--- src/mdio_mmd_pkg.sv ---
/*
 * Constants and carrier types for the management serial port.
 * Assumes a 100 MHz system clock and a station clocking MDC at most 25 MHz.
 */
`default_nettype none
package mdio_mmd_pkg;
    // ------------------------------------------------------------
    // Register indices and field values
    // ------------------------------------------------------------
    localparam logic [4:0] REG_CTL = 5'h0D; // Access-control register.
    localparam logic [4:0] REG_AD = 5'h0E; // Address/data register.
    localparam logic [4:0] DEV_VEND = 5'h1F; // Vendor general space.
    localparam logic [4:0] DEV_PMA = 5'h01; // PMA space.
    localparam int FN_HI = 15; // Function field top bit.
    localparam int FN_LO = 14; // Function field low bit.
    localparam logic [1:0] FN_ADDR = 2'h0; // Pointer access.
    localparam logic [1:0] FN_DATA = 2'h1; // Data, no increment.
    localparam logic [1:0] FN_INC_RW = 2'h2; // Data, increment always.
    localparam logic [1:0] FN_INC_W = 2'h3; // Data, increment on writes.
    localparam logic [1:0] OP_RD = 2'h2; // Read opcode.
    localparam logic [1:0] OP_WR = 2'h1; // Write opcode.
    localparam logic [15:0] CTL_RST = 16'h0000; // Control reset value.
    localparam logic [15:0] PTR_RST = 16'h0000; // Pointer reset value.
    // ------------------------------------------------------------
    // Frame field lengths, as last counter values
    // ------------------------------------------------------------
    localparam logic [4:0] CNT_OP = 5'h01; // Two opcode bits.
    localparam logic [4:0] CNT_ADDR = 5'h09; // Ten address bits.
    localparam logic [4:0] CNT_TA = 5'h01; // Two turnaround bits.
    localparam logic [4:0] CNT_DATA = 5'h0F; // Sixteen data bits.
    localparam logic [1:0] STRAP_WAIT = 2'h3; // Cycles before strap latch.
    // ------------------------------------------------------------
    // Types
    // ------------------------------------------------------------
    typedef enum logic [2:0] {
        ST_IDLE = 3'b000,
        ST_START = 3'b001,
        ST_OP = 3'b010,
        ST_ADDR = 3'b011,
        ST_TA = 3'b100,
        ST_DATA = 3'b101
    } frame_st_e;
    // Request to the extended register space.
    typedef struct packed {
        logic rd;
        logic wr;
        logic [4:0] dev;
        logic [15:0] addr;
        logic [15:0] wdata;
    } ext_req_s;
endpackage
`default_nettype wire

--- src/mdio_mmd_indirect_access.sv ---
/*
 * Management serial port slave with direct and indirect register access.
 * Assumes MDC, MDIO and the address straps arrive asynchronously, that
 * the extended register space presents ext_rdata in the cycle after an
 * ext_req.rd pulse, and that a pull-up holds MDIO high whenever released.
 */
`timescale 1ns/100ps
`default_nettype none
// Operation
// - Latch 4-bit address from straps at reset.
// - MDC up to 25 MHz, may stop.
// - Bits sampled on rising MDC edge.
// - Frame starts with 0 then 1.
// - Register field indexes 32 16-bit registers.
// - Respond to indices 0x0 through 0x1F.
// - Read: release first turnaround, drive 0.
// - Control bits 4:0 select extended space.
// - Only devices 11111 and 00001 supported.
// - Ignore data register access with bad device.
// - Function 00 reaches the address pointer.
// - Function 01 accesses data, pointer held.
// - Function 10 increments after every access.
// - Function 11 increments after writes only.
module mdio_mmd_indirect_access (
    input wire logic clk_sys,
    input wire logic rst,
    input wire logic mdc,
    input wire logic mdio_i,
    output logic mdio_o,
    output logic mdio_oe,
    input wire logic [3:0] phy_addr_strap,
    output logic [3:0] mgmt_addr,
    output mdio_mmd_pkg::ext_req_s ext_req,
    input wire logic [15:0] ext_rdata
);
    // ------------------------------------------------------------
    // State
    // ------------------------------------------------------------
    // All state of the port in one record.
    typedef struct packed {
        logic mdc_s1, mdc_s2, mdc_s3; // MDC synchroniser and edge history.
        logic mdio_s1, mdio_s2; // MDIO synchroniser.
        logic [3:0] strap_s1, strap_s2; // Strap synchroniser.
        logic [1:0] wait_cnt; // Delay before strap latch.
        logic lat; // Address has been latched.
        logic [3:0] phy; // Latched management address.
        mdio_mmd_pkg::frame_st_e st; // Frame position.
        logic [4:0] cnt; // Bits left in field.
        logic [15:0] sh; // Received bits.
        logic [1:0] op; // Frame opcode.
        logic match; // Frame addresses this port.
        logic [4:0] reg_a; // Register index of frame.
        logic [15:0] tx; // Read data shifter.
        logic fetch; // Capture extended read data.
        logic o, oe; // MDIO drive.
        logic [15:0] ctl; // Access-control register.
        logic [15:0] ptr; // Extended address pointer.
        logic [31:0][15:0] regs; // Direct register file.
        mdio_mmd_pkg::ext_req_s req; // Extended request.
    } state_s;

    state_s q, d; // Registered state and its next value.
    logic rise; // Rising MDC edge seen this cycle.
    logic [15:0] nsh; // Shift value including this bit.
    logic [1:0] ctl_fn; // Access function field of the control register.

    // Device address check used for both reads and writes.
    function automatic logic dev_ok(input logic [15:0] c);
        dev_ok = (c[4:0] == mdio_mmd_pkg::DEV_VEND) ||
            (c[4:0] == mdio_mmd_pkg::DEV_PMA);
    endfunction

    assign rise = q.mdc_s2 & ~q.mdc_s3;
    assign nsh = {q.sh[14:0], q.mdio_s2};
    // Function code decides how the address/data register behaves.
    assign ctl_fn = q.ctl[mdio_mmd_pkg::FN_HI:mdio_mmd_pkg::FN_LO];

    // ------------------------------------------------------------
    // Next state
    // ------------------------------------------------------------
    // Samples pins, runs the frame machine and the register effects.
    always_comb begin
        d = q;
        d.mdc_s1 = mdc;
        d.mdc_s2 = q.mdc_s1;
        d.mdc_s3 = q.mdc_s2;
        d.mdio_s1 = mdio_i;
        d.mdio_s2 = q.mdio_s1;
        d.strap_s1 = phy_addr_strap;
        d.strap_s2 = q.strap_s1;
        d.req.rd = 1'b0;
        d.req.wr = 1'b0;
        // Strap latch once, after the synchroniser has settled.
        if (!q.lat) begin
            d.wait_cnt = q.wait_cnt + 2'h1;
            if (q.wait_cnt == mdio_mmd_pkg::STRAP_WAIT) begin
                d.lat = 1'b1;
                d.phy = q.strap_s2;
            end
        end
        // Extended read data stands in the cycle after the request pulse, so
        // it is taken one edge after ext_req.rd has been seen high.
        if (q.fetch) begin
            d.tx = ext_rdata;
        end
        d.fetch = q.req.rd;
        // Frame machine advances only on MDC edges, so MDC may stop.
        if (rise) begin
            d.sh = nsh;
            d.cnt = q.cnt - 5'h01;
            case (q.st)
                mdio_mmd_pkg::ST_IDLE: begin
                    // First low bit after idle opens a frame.
                    if (!q.mdio_s2) begin
                        d.st = mdio_mmd_pkg::ST_START;
                    end
                end
                mdio_mmd_pkg::ST_START: begin
                    // Second start bit must be high.
                    d.cnt = mdio_mmd_pkg::CNT_OP;
                    d.st = q.mdio_s2 ? mdio_mmd_pkg::ST_OP : mdio_mmd_pkg::ST_IDLE;
                end
                mdio_mmd_pkg::ST_OP: begin
                    if (q.cnt == 5'h00) begin
                        d.op = nsh[1:0];
                        d.cnt = mdio_mmd_pkg::CNT_ADDR;
                        d.st = mdio_mmd_pkg::ST_ADDR;
                    end
                end
                mdio_mmd_pkg::ST_ADDR: begin
                    if (q.cnt == 5'h00) begin
                        // Decode the PHY and register fields.
                        d.reg_a = nsh[4:0];
                        d.match = (nsh[9:5] == {1'b0, q.phy}) &&
                            (q.op == mdio_mmd_pkg::OP_RD ||
                            q.op == mdio_mmd_pkg::OP_WR);
                        d.tx = 16'h0000;
                        if (d.match && q.op == mdio_mmd_pkg::OP_RD) begin
                            // Prepare the read word.
                            if (nsh[4:0] == mdio_mmd_pkg::REG_CTL) begin
                                d.tx = q.ctl;
                            end else if (nsh[4:0] != mdio_mmd_pkg::REG_AD) begin
                                d.tx = q.regs[nsh[4:0]];
                            end else if (!dev_ok(q.ctl)) begin
                                d.tx = 16'h0000;
                            end else if (ctl_fn == mdio_mmd_pkg::FN_ADDR) begin
                                d.tx = q.ptr;
                            end else begin
                                d.req.rd = 1'b1;
                                d.req.dev = q.ctl[4:0];
                                d.req.addr = q.ptr;
                                // The answer is loaded by the fetch stage above.
                            end
                        end
                        d.cnt = mdio_mmd_pkg::CNT_TA;
                        d.st = mdio_mmd_pkg::ST_TA;
                    end
                end
                mdio_mmd_pkg::ST_TA: begin
                    if (q.match && q.op == mdio_mmd_pkg::OP_RD) begin
                        // First turnaround bit was left alone; drive 0 next.
                        d.oe = 1'b1;
                        d.o = 1'b0;
                        if (q.cnt == 5'h00) begin
                            d.o = q.tx[15];
                            d.tx = {q.tx[14:0], 1'b0};
                        end
                    end
                    if (q.cnt == 5'h00) begin
                        d.cnt = mdio_mmd_pkg::CNT_DATA;
                        d.st = mdio_mmd_pkg::ST_DATA;
                    end
                end
                mdio_mmd_pkg::ST_DATA: begin
                    d.o = q.tx[15];
                    d.tx = {q.tx[14:0], 1'b0};
                    if (q.cnt == 5'h00) begin
                        // Frame complete: release the line and act.
                        d.oe = 1'b0;
                        d.o = 1'b0;
                        d.st = mdio_mmd_pkg::ST_IDLE;
                        if (q.match && q.reg_a == mdio_mmd_pkg::REG_AD && dev_ok(q.ctl)) begin
                            if (q.op == mdio_mmd_pkg::OP_WR) begin
                                if (ctl_fn == mdio_mmd_pkg::FN_ADDR) begin
                                    d.ptr = nsh;
                                end else begin
                                    d.req.wr = 1'b1;
                                    d.req.dev = q.ctl[4:0];
                                    d.req.addr = q.ptr;
                                    d.req.wdata = nsh;
                                    if (ctl_fn[1]) begin
                                        d.ptr = q.ptr + 16'h0001;
                                    end
                                end
                            end else if (ctl_fn == mdio_mmd_pkg::FN_INC_RW) begin
                                d.ptr = q.ptr + 16'h0001;
                            end
                        end else if (q.match && q.op == mdio_mmd_pkg::OP_WR) begin
                            if (q.reg_a == mdio_mmd_pkg::REG_CTL) begin
                                d.ctl = nsh;
                            end else if (q.reg_a != mdio_mmd_pkg::REG_AD) begin
                                d.regs[q.reg_a] = nsh;
                            end
                        end
                    end
                end
                default: begin
                    d.st = mdio_mmd_pkg::ST_IDLE;
                end
            endcase
        end
    end

    // ------------------------------------------------------------
    // Registers
    // ------------------------------------------------------------
    // Whole state record with asynchronous reset to constants.
    always_ff @(posedge clk_sys or posedge rst) begin
        if (rst) begin
            q <= '0;
            q.mdc_s1 <= 1'b1;
            q.mdc_s2 <= 1'b1;
            q.mdc_s3 <= 1'b1;
            q.mdio_s1 <= 1'b1;
            q.mdio_s2 <= 1'b1;
            q.ctl <= mdio_mmd_pkg::CTL_RST;
            q.ptr <= mdio_mmd_pkg::PTR_RST;
        end else begin
            q <= d;
        end
    end

    // Outputs straight from the state record.
    assign mdio_o = q.o;
    assign mdio_oe = q.oe;
    assign mgmt_addr = q.phy;
    assign ext_req = q.req;
endmodule
`default_nettype wire

--- config.mk ---
export PLATFORM = sky130hd
export DESIGN_NAME = mdio_mmd_indirect_access
export DESIGN_NICKNAME = d
export VERILOG_FILES = /design/src/mdio_mmd_pkg.sv /design/src/mdio_mmd_indirect_access.sv
export SDC_FILE = /design/constraint.sdc
export NUM_CORES = 1
export LEC_CHECK = 0
export BUFFER_PORTS_ARGS = -buffer_cell sky130_fd_sc_hd__clkbuf_2
export CAP_MARGIN = 15
export CELL_PAD_IN_SITES_DETAIL_PLACEMENT = 1
export CELL_PAD_IN_SITES_GLOBAL_PLACEMENT = 1
export CORE_ASPECT_RATIO = 0.9
export CORE_MARGIN = 4
export CORE_UTILIZATION = 30
export CTS_CLUSTER_DIAMETER = 120
export DETAILED_ROUTE_END_ITERATION = 16
export GPL_ROUTABILITY_DRIVEN = 0
export HOLD_SLACK_MARGIN = 0.12
export PLACE_DENSITY = 0.58
export SYNTH_ARGS = -nofsm -noshare
export SYNTH_HDL_FRONTEND = slang
export SYNTH_SLANG_ARGS = --single-unit
--- constraint.sdc ---
create_clock -name clk_sys -period 21.2 [get_ports clk_sys]
set_input_delay 4.24 -clock clk_sys [delete_from_list [all_inputs] [get_ports clk_sys]]
set_output_delay 4.24 -clock clk_sys [all_outputs]
set_load 0.01 [all_outputs]
==> flow_metrics.tcl, run 1 <==
set metrics [dict create \
    outcome "finished, final reports clean" \
    die_w_microns 344 \
    r2r-end "q[595]$_DFF_PP0_" \
    synth.distinct_cells 76 \
    synthesis.area_sq_um 30500 \
    fin_skew_ns 0.0272 \
    yosysTopAreaCellShare_pct 53.1 \
    power_density_nw_per_um2 85.9 \
    drc 0 \
    multi_input_area_sq_um 12800 \
    synth_cells 2176 \
    criticalPathCategory "input pin to asynchronous set/reset pin" \
    fillers 10500 \
    totalWireLength_microns 88600 \
    fin_crit_ns 5.76 \
    antenna_found_initial 5 \
    die_area_sq_um 107000 \
    cts_tree "done" \
    grt_use_total_pct 16.5 \
    ios 69 \
    rsz0062_at_grt "no" \
    numClockSinks 653 \
    worst_ep_required_time_ns 21.78 \
    via_count 18300 \
    area.growth.synth_to_final_pct 11.3 \
    ys_seq_elements 653 \
    max_freq_ghz 0.174 \
    hp-start "d[642]$_DFF_PP0_" \
    synth_edf_count 0 \
    cp-start-kind "input pin" \
    cts-root-buf "clkbuf_16" \
    worstRegToRegCells 5 \
    seq_area_frac_synth_pct 53.6 \
    holdBufCountCts 0 \
    synth_area_leaders "dfrtp_1 (53%), mux2_2 (18%), mux4_2 (7.0%)" \
    cp_data_arrival_time_ns 6.34 \
    tightest_slew_ns 1.23 \
    setup_violations 0 \
    core_sq_um 100000 \
    crit_fanout 80 \
    die_y_microns 311 \
    cp-end-kind "asynchronous set/reset pin" \
    syn_area_per_cell_sq_um 14.0 \
    power.total_w 0.00292 \
    grt_pass1_vias 20100 \
    slew_headroom_pct 17.7 \
    cts_setup_buffers 0 \
    syn-num-nets 2205 \
    antenna_left 0 \
    initial_core_util_pct 30.4 \
    numCtsBuffers 73 \
    ctsResizeCount 0 \
    whs_path_depth 0 \
    yosysMostFrequentCell "dfrtp_1" \
    place_hpwl_microns 54600 \
    maxCapViolations 0 \
    power.leakage_nw 16.3 \
    ys.flop_type "dfrtp_1" \
    routedWlPerCell_microns 25.2 \
    synth_top_cell_by_area "dfrtp_1" \
    hold_viol 0 \
    maxSlewViolCount 0 \
    path_clk_slew_ns 0.06 \
    via_per_inst 5.21 \
    rows 110 \
    fin_tns_setup_ns 0 \
    synthArstFlopShare_pct 100 \
    grt_max_degree 184 \
    register_area_sq_um 16400 \
    ys_warn_count 0 \
    min_period_over_period_pct 27.2 \
    grt_first_pass_wirelength_microns 134000 \
    clock_path_buffers 3 \
    worstSkewPairLatency_ns 0.62 \
    drive_gt1_share_pct 43.3 \
    ir_worst_vdd_mv 0.0437 \
    min_to "q[642]$_DFF_PP0_" \
    synth_common_cells "dfrtp_1 (648), mux2_2 (489), clkbuf_1 (139)" \
    r2r-start "nsh[0]$_DFF_PP1_" \
    r2r_setup_slack_ns 16.45 \
    first_pass_iters 5 \
    port_buffers 68 \
    fin_nets 2137 \
    hold_class "register to register" \
    drt-initial-drc-count 998 \
    grt_overflow 0 \
    htreeDepth 3 \
]
-- logic make-up (layout without fill, tap and decap cells) --
kind of cell	count (synthesis)	in the layout	share of synthesized area [%]
XOR/XNOR	6	6	0.172
flip-flops	653	653	53.6
adder cells (fa/ha/maj)	6	6	0.238
other	0	2	0
AO/OA/AOI/OAI	258	258	5.85
AND/OR/NAND/NOR	253	253	4.62
buffers and inverters	275	264	4.57
multiplexers	725	725	31.0
-- worst max-delay path, cell delays in order --
cell and delay, ns:
clkbuf_2 0.10, clkinvlp_4 0.16, buf_4 0.78, buf_4 0.91
-- cells in the final DEF, fill, tap and decap left out, types with 8 or more instances in the layout --
cell type	instances
a211o_1	9
a21oi_1	46
a221oi_1	13
a22o_1	28
a22oi_1	24
a31oi_1	11
buf_4	45
clkbuf_1	28
clkbuf_16	73
clkbuf_2	68
clkbuf_8	13
clkinv_2	8
dfrtp_1	642
inv_1	13
mux2_2	489
mux2_4	80
mux2i_1	61
mux4_2	95
nand2_1	98
nand2_4	8
nand3_1	21
nand4_1	9
nor2_1	23
nor2b_1	10
o21ai_0	48
o221ai_1	10
o22ai_1	21
-- report_power, final --
group	internal, W	total [W]	switching (W)
Clock	0.000712	0.00123	0.000521
Combinational	0.000100	0.000354	0.000254
Sequential	0.00127	0.00133	0.0000586
Total	0.00209	0.00292	0.000833
-- metrics by stage --
step | utilization (%) | hold slack, ns | std cells | instance area (sq um) | setup WS (ns)
after detailed placement | 31.5 | 0.337 | 3376 | 31700 | 14.50
final | 33.8 | 0.348 | 3511 | 34000 | 15.44
after global placement | 31.5 | 0.337 | 3375 | 31600 | 14.58
after floorplan | - | 0.331 | 2176 | 30500 | 8.04
after global routing | 33.8 | 0.362 | 3509 | 34000 | 15.09
after CTS | 33.8 | 0.350 | 3508 | 33900 | 15.16
-- how the worst max path moves through the flow --
stage / end / cells past startpoint / slack (ns) / start
4_1_cts: nsh[2]$_DFFE_PP0P_ / 4 / 15.16 / rst
3_5_place_dp: nsh[2]$_DFFE_PP0P_ / 4 / 14.50 / rst
5_1_grt: asynchronous set/reset pin / 4 / 15.09 / rst
2_1_floorplan: asynchronous set/reset pin / 1 / 8.04 / rst
3_3_place_gp: nsh[1]$_DFFE_PP0P_ / 4 / 14.58 / rst
6_report: asynchronous set/reset pin / 4 / 15.44 / rst
-- metal layers --
metal / track usage [%] / share of wire [%]
met5: 0 / 0.015
met4: 4.83 / 2.7
met3: 3.17 / 5.1
met2: 26.3 / 47
met1: 23.0 / 45
-- cell type report --
cell class	instances	area share [%]
clock inverter	18	0.530
multi-input combinational	1248	37.8
timing repair buffer	117	2.21
antenna	2	0.0147
clock buffer	114	6.21
inverter	15	0.177
tap	1344	4.95
sequential	653	48.2
Note: power is estimated with default switching activity, not from simulation.
==> run 2: changes to the inputs <==
==> constraint.sdc (replaced) <==
create_clock -name clk_sys -period 5.19 [get_ports clk_sys]
set_input_delay 1.038 -clock clk_sys [delete_from_list [all_inputs] [get_ports clk_sys]]
set_output_delay 1.038 -clock clk_sys [all_outputs]
set_load 0.01 [all_outputs]
==> flow_metrics.tcl, run 2 (same netlist as run 1, synthesis figures left out) <==
set metrics [dict create \
    rsz0062_at_grt "no" \
    drive_gt1_share_pct 43.7 \
    via_per_inst 5.23 \
    totalWireLength_microns 89500 \
    slew_headroom_pct 26.4 \
    min_period_over_period_pct 71.2 \
    drc 0 \
    worstSetupPathDepth 7 \
    hold_class "register to register" \
    worstSkewPairLatency_ns 0.61 \
    htreeDepth 3 \
    pre_cts_ws_ns 1.38 \
    whs_path_depth 0 \
    die_area_sq_um 107000 \
    place_hpwl_microns 57100 \
    worstPathCellList "inv_1, ha_1, or4b_1, nor4_4, nand3_4, nor2b_2, mux2_2" \
    criticalPathCategory "register to register" \
    initial_core_util_pct 30.4 \
    via_count 18300 \
    grt_max_degree 136 \
    ctsResizeCount 0 \
    antenna_found_initial 3 \
    pwr-share-comb_pct 11.2 \
    power.leakage_nw 16.4 \
    cp_slowest_stage_delay_ns 0.87 \
    routedWlPerCell_microns 25.5 \
    core_sq_um 100000 \
    cp_top_family "simple AND/OR/NAND/NOR gates" \
    final_common_cell "dfrtp_1" \
    fin_nets 2138 \
    power.total_w 0.0121 \
    p_int_w 0.00870 \
    grt_first_pass_wirelength_microns 135000 \
    ir_worst_vdd_mv 0.260 \
    fin_crit_ns 3.69 \
    cp-end-kind "register" \
    path_clk_slew_ns 0.05 \
    fin_skew_ns 0.0201 \
    setup_violations 0 \
    max_freq_ghz 0.271 \
    numCtsBuffers 74 \
    fin_util_pct 34.0 \
    drt-initial-drc-count 1174 \
    fin_tns_setup_ns 0 \
    p_clk_share_pct 43.0 \
    grt_use_total_pct 16.6 \
    antenna_left 0 \
    area.growth.synth_to_final_pct 11.8 \
    seqPwrFrac_pct 45.8 \
    cts-root-buf "clkbuf_16" \
    slowest_stage "nor2b_2" \
    maxCapViolations 0 \
    crit_fanout 16 \
    clock_path_buffers 3 \
    power_switching_w 0.00340 \
    cts_tree "done" \
    swShare_pct 28.1 \
    maxSlewViolCount 0 \
    worstRegToRegCells 7 \
    die_y_microns 311 \
    worst_ep_required_time_ns 5.67 \
    grt_pass1_vias 19700 \
    outcome "finished, final reports clean" \
    final_cell_mix "dfrtp_1 (641), mux2_2 (489), nand2_1 (98), mux4_2 (95), mux2_4 (80)" \
    fin_ws_ns 1.50 \
    port_buffers 68 \
    cts_setup_buffers 0 \
    numClockSinks 653 \
    first_pass_iters 4 \
    ios 69 \
    hold_viol 0 \
    cp_data_arrival_time_ns 4.18 \
    holdBufCountCts 0 \
    die_w_microns 344 \
    grt_overflow 0 \
    hold_slack_ns 0.358 \
    cp-start-kind "register" \
    power_density_nw_per_um2 355 \
    tightest_slew_ns 1.10 \
    cp.buffers_inverters 1 \
    rows 110 \
]
-- run 2: cell types whose count changed in the layout (fill, tap and decap cells not counted), moves of 4 or more --
cell       previous run  this run
clkbuf_16            73        77
buf_12                2         7
inv_6                 6         2
clkbuf_8             13        17
buf_4                45        39
clkbuf_1             28        17
-- run 2: final cells by class --
cell class	count	area, sq um
diodes	2	5.00
inverters	15	60.1
multi-input cells	1248	12800
clock inverters	15	160
clock buffers	111	2220
well taps	1344	1680
flip-flops and latches	653	16400
fillers	10500	66300
repair buffers	117	816
-- run 2: stage by stage --
stage               cells  area [sq um]
floorplan            2176         30500
global placement     3373         31700
detailed placement   3374         31700
CTS                  3500         34100
global route         3503         34100
finish               3505         34100
-- run 2: power by group through the flow --
stage                     clock network, W  logic [W]  registers, W
after global placement                   0    0.00133       0.00562
after floorplan                          0    0.00100       0.00537
after global routing               0.00556    0.00148       0.00556
final                              0.00520    0.00136       0.00554
after CTS                          0.00535    0.00137       0.00553
after detailed placement                 0    0.00137       0.00562
-- run 2: metal layers --
metal / vias to the layer above / GRT usage [%] / wire length (microns)
li1: 7784 / - / -
met1: 10100 / 24.0 / 42700
met2: 385 / 26.1 / 41400
met3: 117 / 2.11 / 3220
met4: 0 / 4.51 / 2180
met5: - / 0 / 0
-- run 2: final timing paths --
kind / startpoint / end / slack, ns
min: d[642]$_DFF_PP0_ / q[642]$_DFF_PP0_ / 0.36
max reg2reg: q[626]$_DFFE_PP0P_ / register / 1.50
max in group asynchronous: rst / asynchronous set/reset pin / 3.36
min in group asynchronous: rst / nsh[15]$_DFFE_PP0P_ / 0.54
max: q[626]$_DFFE_PP0P_ / register / 1.50
min reg2reg: d[642]$_DFF_PP0_ / q[642]$_DFF_PP0_ / 0.36
==> run 3: changes to the inputs <==
--- a/config.mk
+++ b/config.mk
@@ -16,7 +16,7 @@
 export DETAILED_ROUTE_END_ITERATION = 16
 export GPL_ROUTABILITY_DRIVEN = 0
 export HOLD_SLACK_MARGIN = 0.12
-export PLACE_DENSITY = 0.58
+export PLACE_DENSITY = 0.56
 export SYNTH_ARGS = -nofsm -noshare
 export SYNTH_HDL_FRONTEND = slang
 export SYNTH_SLANG_ARGS = --single-unit
==> constraint.sdc (replaced) <==
create_clock -name clk_sys -period 3.5 [get_ports clk_sys]
set_input_delay 0.7 -clock clk_sys [delete_from_list [all_inputs] [get_ports clk_sys]]
set_output_delay 0.7 -clock clk_sys [all_outputs]
set_load 0.01 [all_outputs]
==> flow_metrics.tcl, run 3 (same netlist as run 1, synthesis figures left out) <==
set metrics [dict create \
    path_clk_slew_ns 0.06 \
    die_area_sq_um 107000 \
    worstRegToRegCells 7 \
    worst_ep_required_time_ns 3.98 \
    rows 110 \
    whs_path_depth 1 \
    grt_first_pass_wirelength_microns 137000 \
    hold_viol 0 \
    core_sq_um 100000 \
    die_w_microns 344 \
    drive_gt1_share_pct 45.3 \
    maxCapViolations 0 \
    fin_tns_setup_ns 0 \
    ctsResizeCount 0 \
    totalWireLength_microns 90400 \
    crit_fanout 40 \
    drt-initial-drc-count 1273 \
    grt_use_total_pct 16.9 \
    tightest_slew_ns 1.17 \
    power_density_nw_per_um2 526 \
    r2r_setup_slack_ns 0.41 \
    ios 69 \
    rsz0062_at_grt "no" \
    cp_data_arrival_time_ns 3.57 \
    grt_pass1_vias 19900 \
    pre_cts_ws_ns 0.431 \
    grt_max_degree 110 \
    cts_tree "done" \
    final_common_cell "dfrtp_1" \
    first_pass_iters 5 \
    htreeDepth 3 \
    fin_nets 2204 \
    numClockSinks 653 \
    port_buffers 68 \
    area.growth.synth_to_final_pct 14.2 \
    min_to "d[652]$_DFF_PP1_" \
    drc 0 \
    min_period_over_period_pct 88.2 \
    antenna_left 0 \
    outcome "finished, final reports clean" \
    r2r-start "nsh[0]$_DFF_PP1_" \
    maxSlewViolCount 0 \
    fin_skew_ns 0.0303 \
    antenna_found_initial 1 \
    final_cells 3578 \
    setup_violations 0 \
    ir_worst_vdd_mv 0.369 \
    place_hpwl_microns 59200 \
    place_inst 3440 \
    fin_util_pct 34.7 \
    via_per_inst 5.16 \
    power.leakage_nw 16.8 \
    via_count 18500 \
    slew_headroom_pct 21.7 \
    worstSkewPairLatency_ns 0.63 \
    fin_ws_ns 0.413 \
    hp-start "mdc" \
    routedWlPerCell_microns 25.3 \
    clock_path_buffers 3 \
    cp-start-kind "register" \
    initial_core_util_pct 30.4 \
    grt_overflow 0 \
    r2r-end "q[598]$_DFF_PP0_" \
    fin_crit_ns 3.09 \
    numCtsBuffers 75 \
    die_y_microns 311 \
    hold_class "input pin to register" \
    max_freq_ghz 0.324 \
    num_antenna_cells 0 \
    final_cell_mix "dfrtp_1 (642), mux2_2 (489), nand2_1 (98), mux4_2 (95), buf_4 (94)" \
    criticalPathCategory "register to register" \
    cp-end-kind "register" \
    cts-root-buf "clkbuf_16" \
]
## run 3: worst max-delay path, cell delays in order, from the launching register on
cell and delay (ns):
dfstp_4 0.77, buf_12 0.31, buf_4 0.30, mux4_2 0.51, a2111oi_0 0.47, buf_4 0.21, o31a_1 0.21, o21ai_0 0.10
## run 3: stage by stage
stage / power (W) / hold WS, ns / cell area, sq um
6_report: 0.0183 / 0.173 / 34800
5_1_grt: 0.0191 / 0.145 / 34800
2_1_floorplan: 0.00945 / 0.331 / 30500
3_5_place_dp: 0.0105 / 0.337 / 32300
4_1_cts: 0.0185 / 0.144 / 34800
3_3_place_gp: 0.0104 / 0.340 / 32300
## run 3: cell type report
type / instances / area (sq um)
Clock buffer: 117 / 2290
Clock inverter: 19 / 216
Fill cell: 10500 / 65600
Inverter: 15 / 60.1
Multi-Input combinational cell: 1248 / 12800
Sequential cell: 653 / 16400
Tap cell: 1344 / 1680
Timing Repair Buffer: 182 / 1430
## run 3: repair_timing
item,CTS,global route
hold endpoints to repair,6,0
hold buffers,2,0
buffers inserted,0,0
## run 3: how the worst max path moves through the flow
stage | from | end | slack [ns]
floorplan | rst | asynchronous set/reset pin | -6.12
global placement | nsh[0]$_DFF_PP1_ | q[598]$_DFF_PP0_ | 0.48
detailed placement | nsh[0]$_DFF_PP1_ | q[598]$_DFF_PP0_ | 0.43
CTS | nsh[1]$_DFFE_PP0P_ | q[590]$_DFF_PP0_ | 0.39
global route | nsh[0]$_DFF_PP1_ | q[598]$_DFF_PP0_ | 0.33
finish | nsh[0]$_DFF_PP1_ | q[598]$_DFF_PP0_ | 0.41
## run 3: where the power goes
group          internal [W]  leakage, nW  switching [W]
clock network       0.00473         1.23        0.00323
registers           0.00771         9.04       0.000355
logic              0.000705         6.48        0.00160
## run 3: routing by layer
metal	vias up	GRT usage [%]	part of all wire (%)
li1	7937	-	-
met1	10100	24.7	48
met2	317	26.9	47
met3	100	2.38	3.5
met4	0	2.79	1.4
met5	-	0	0
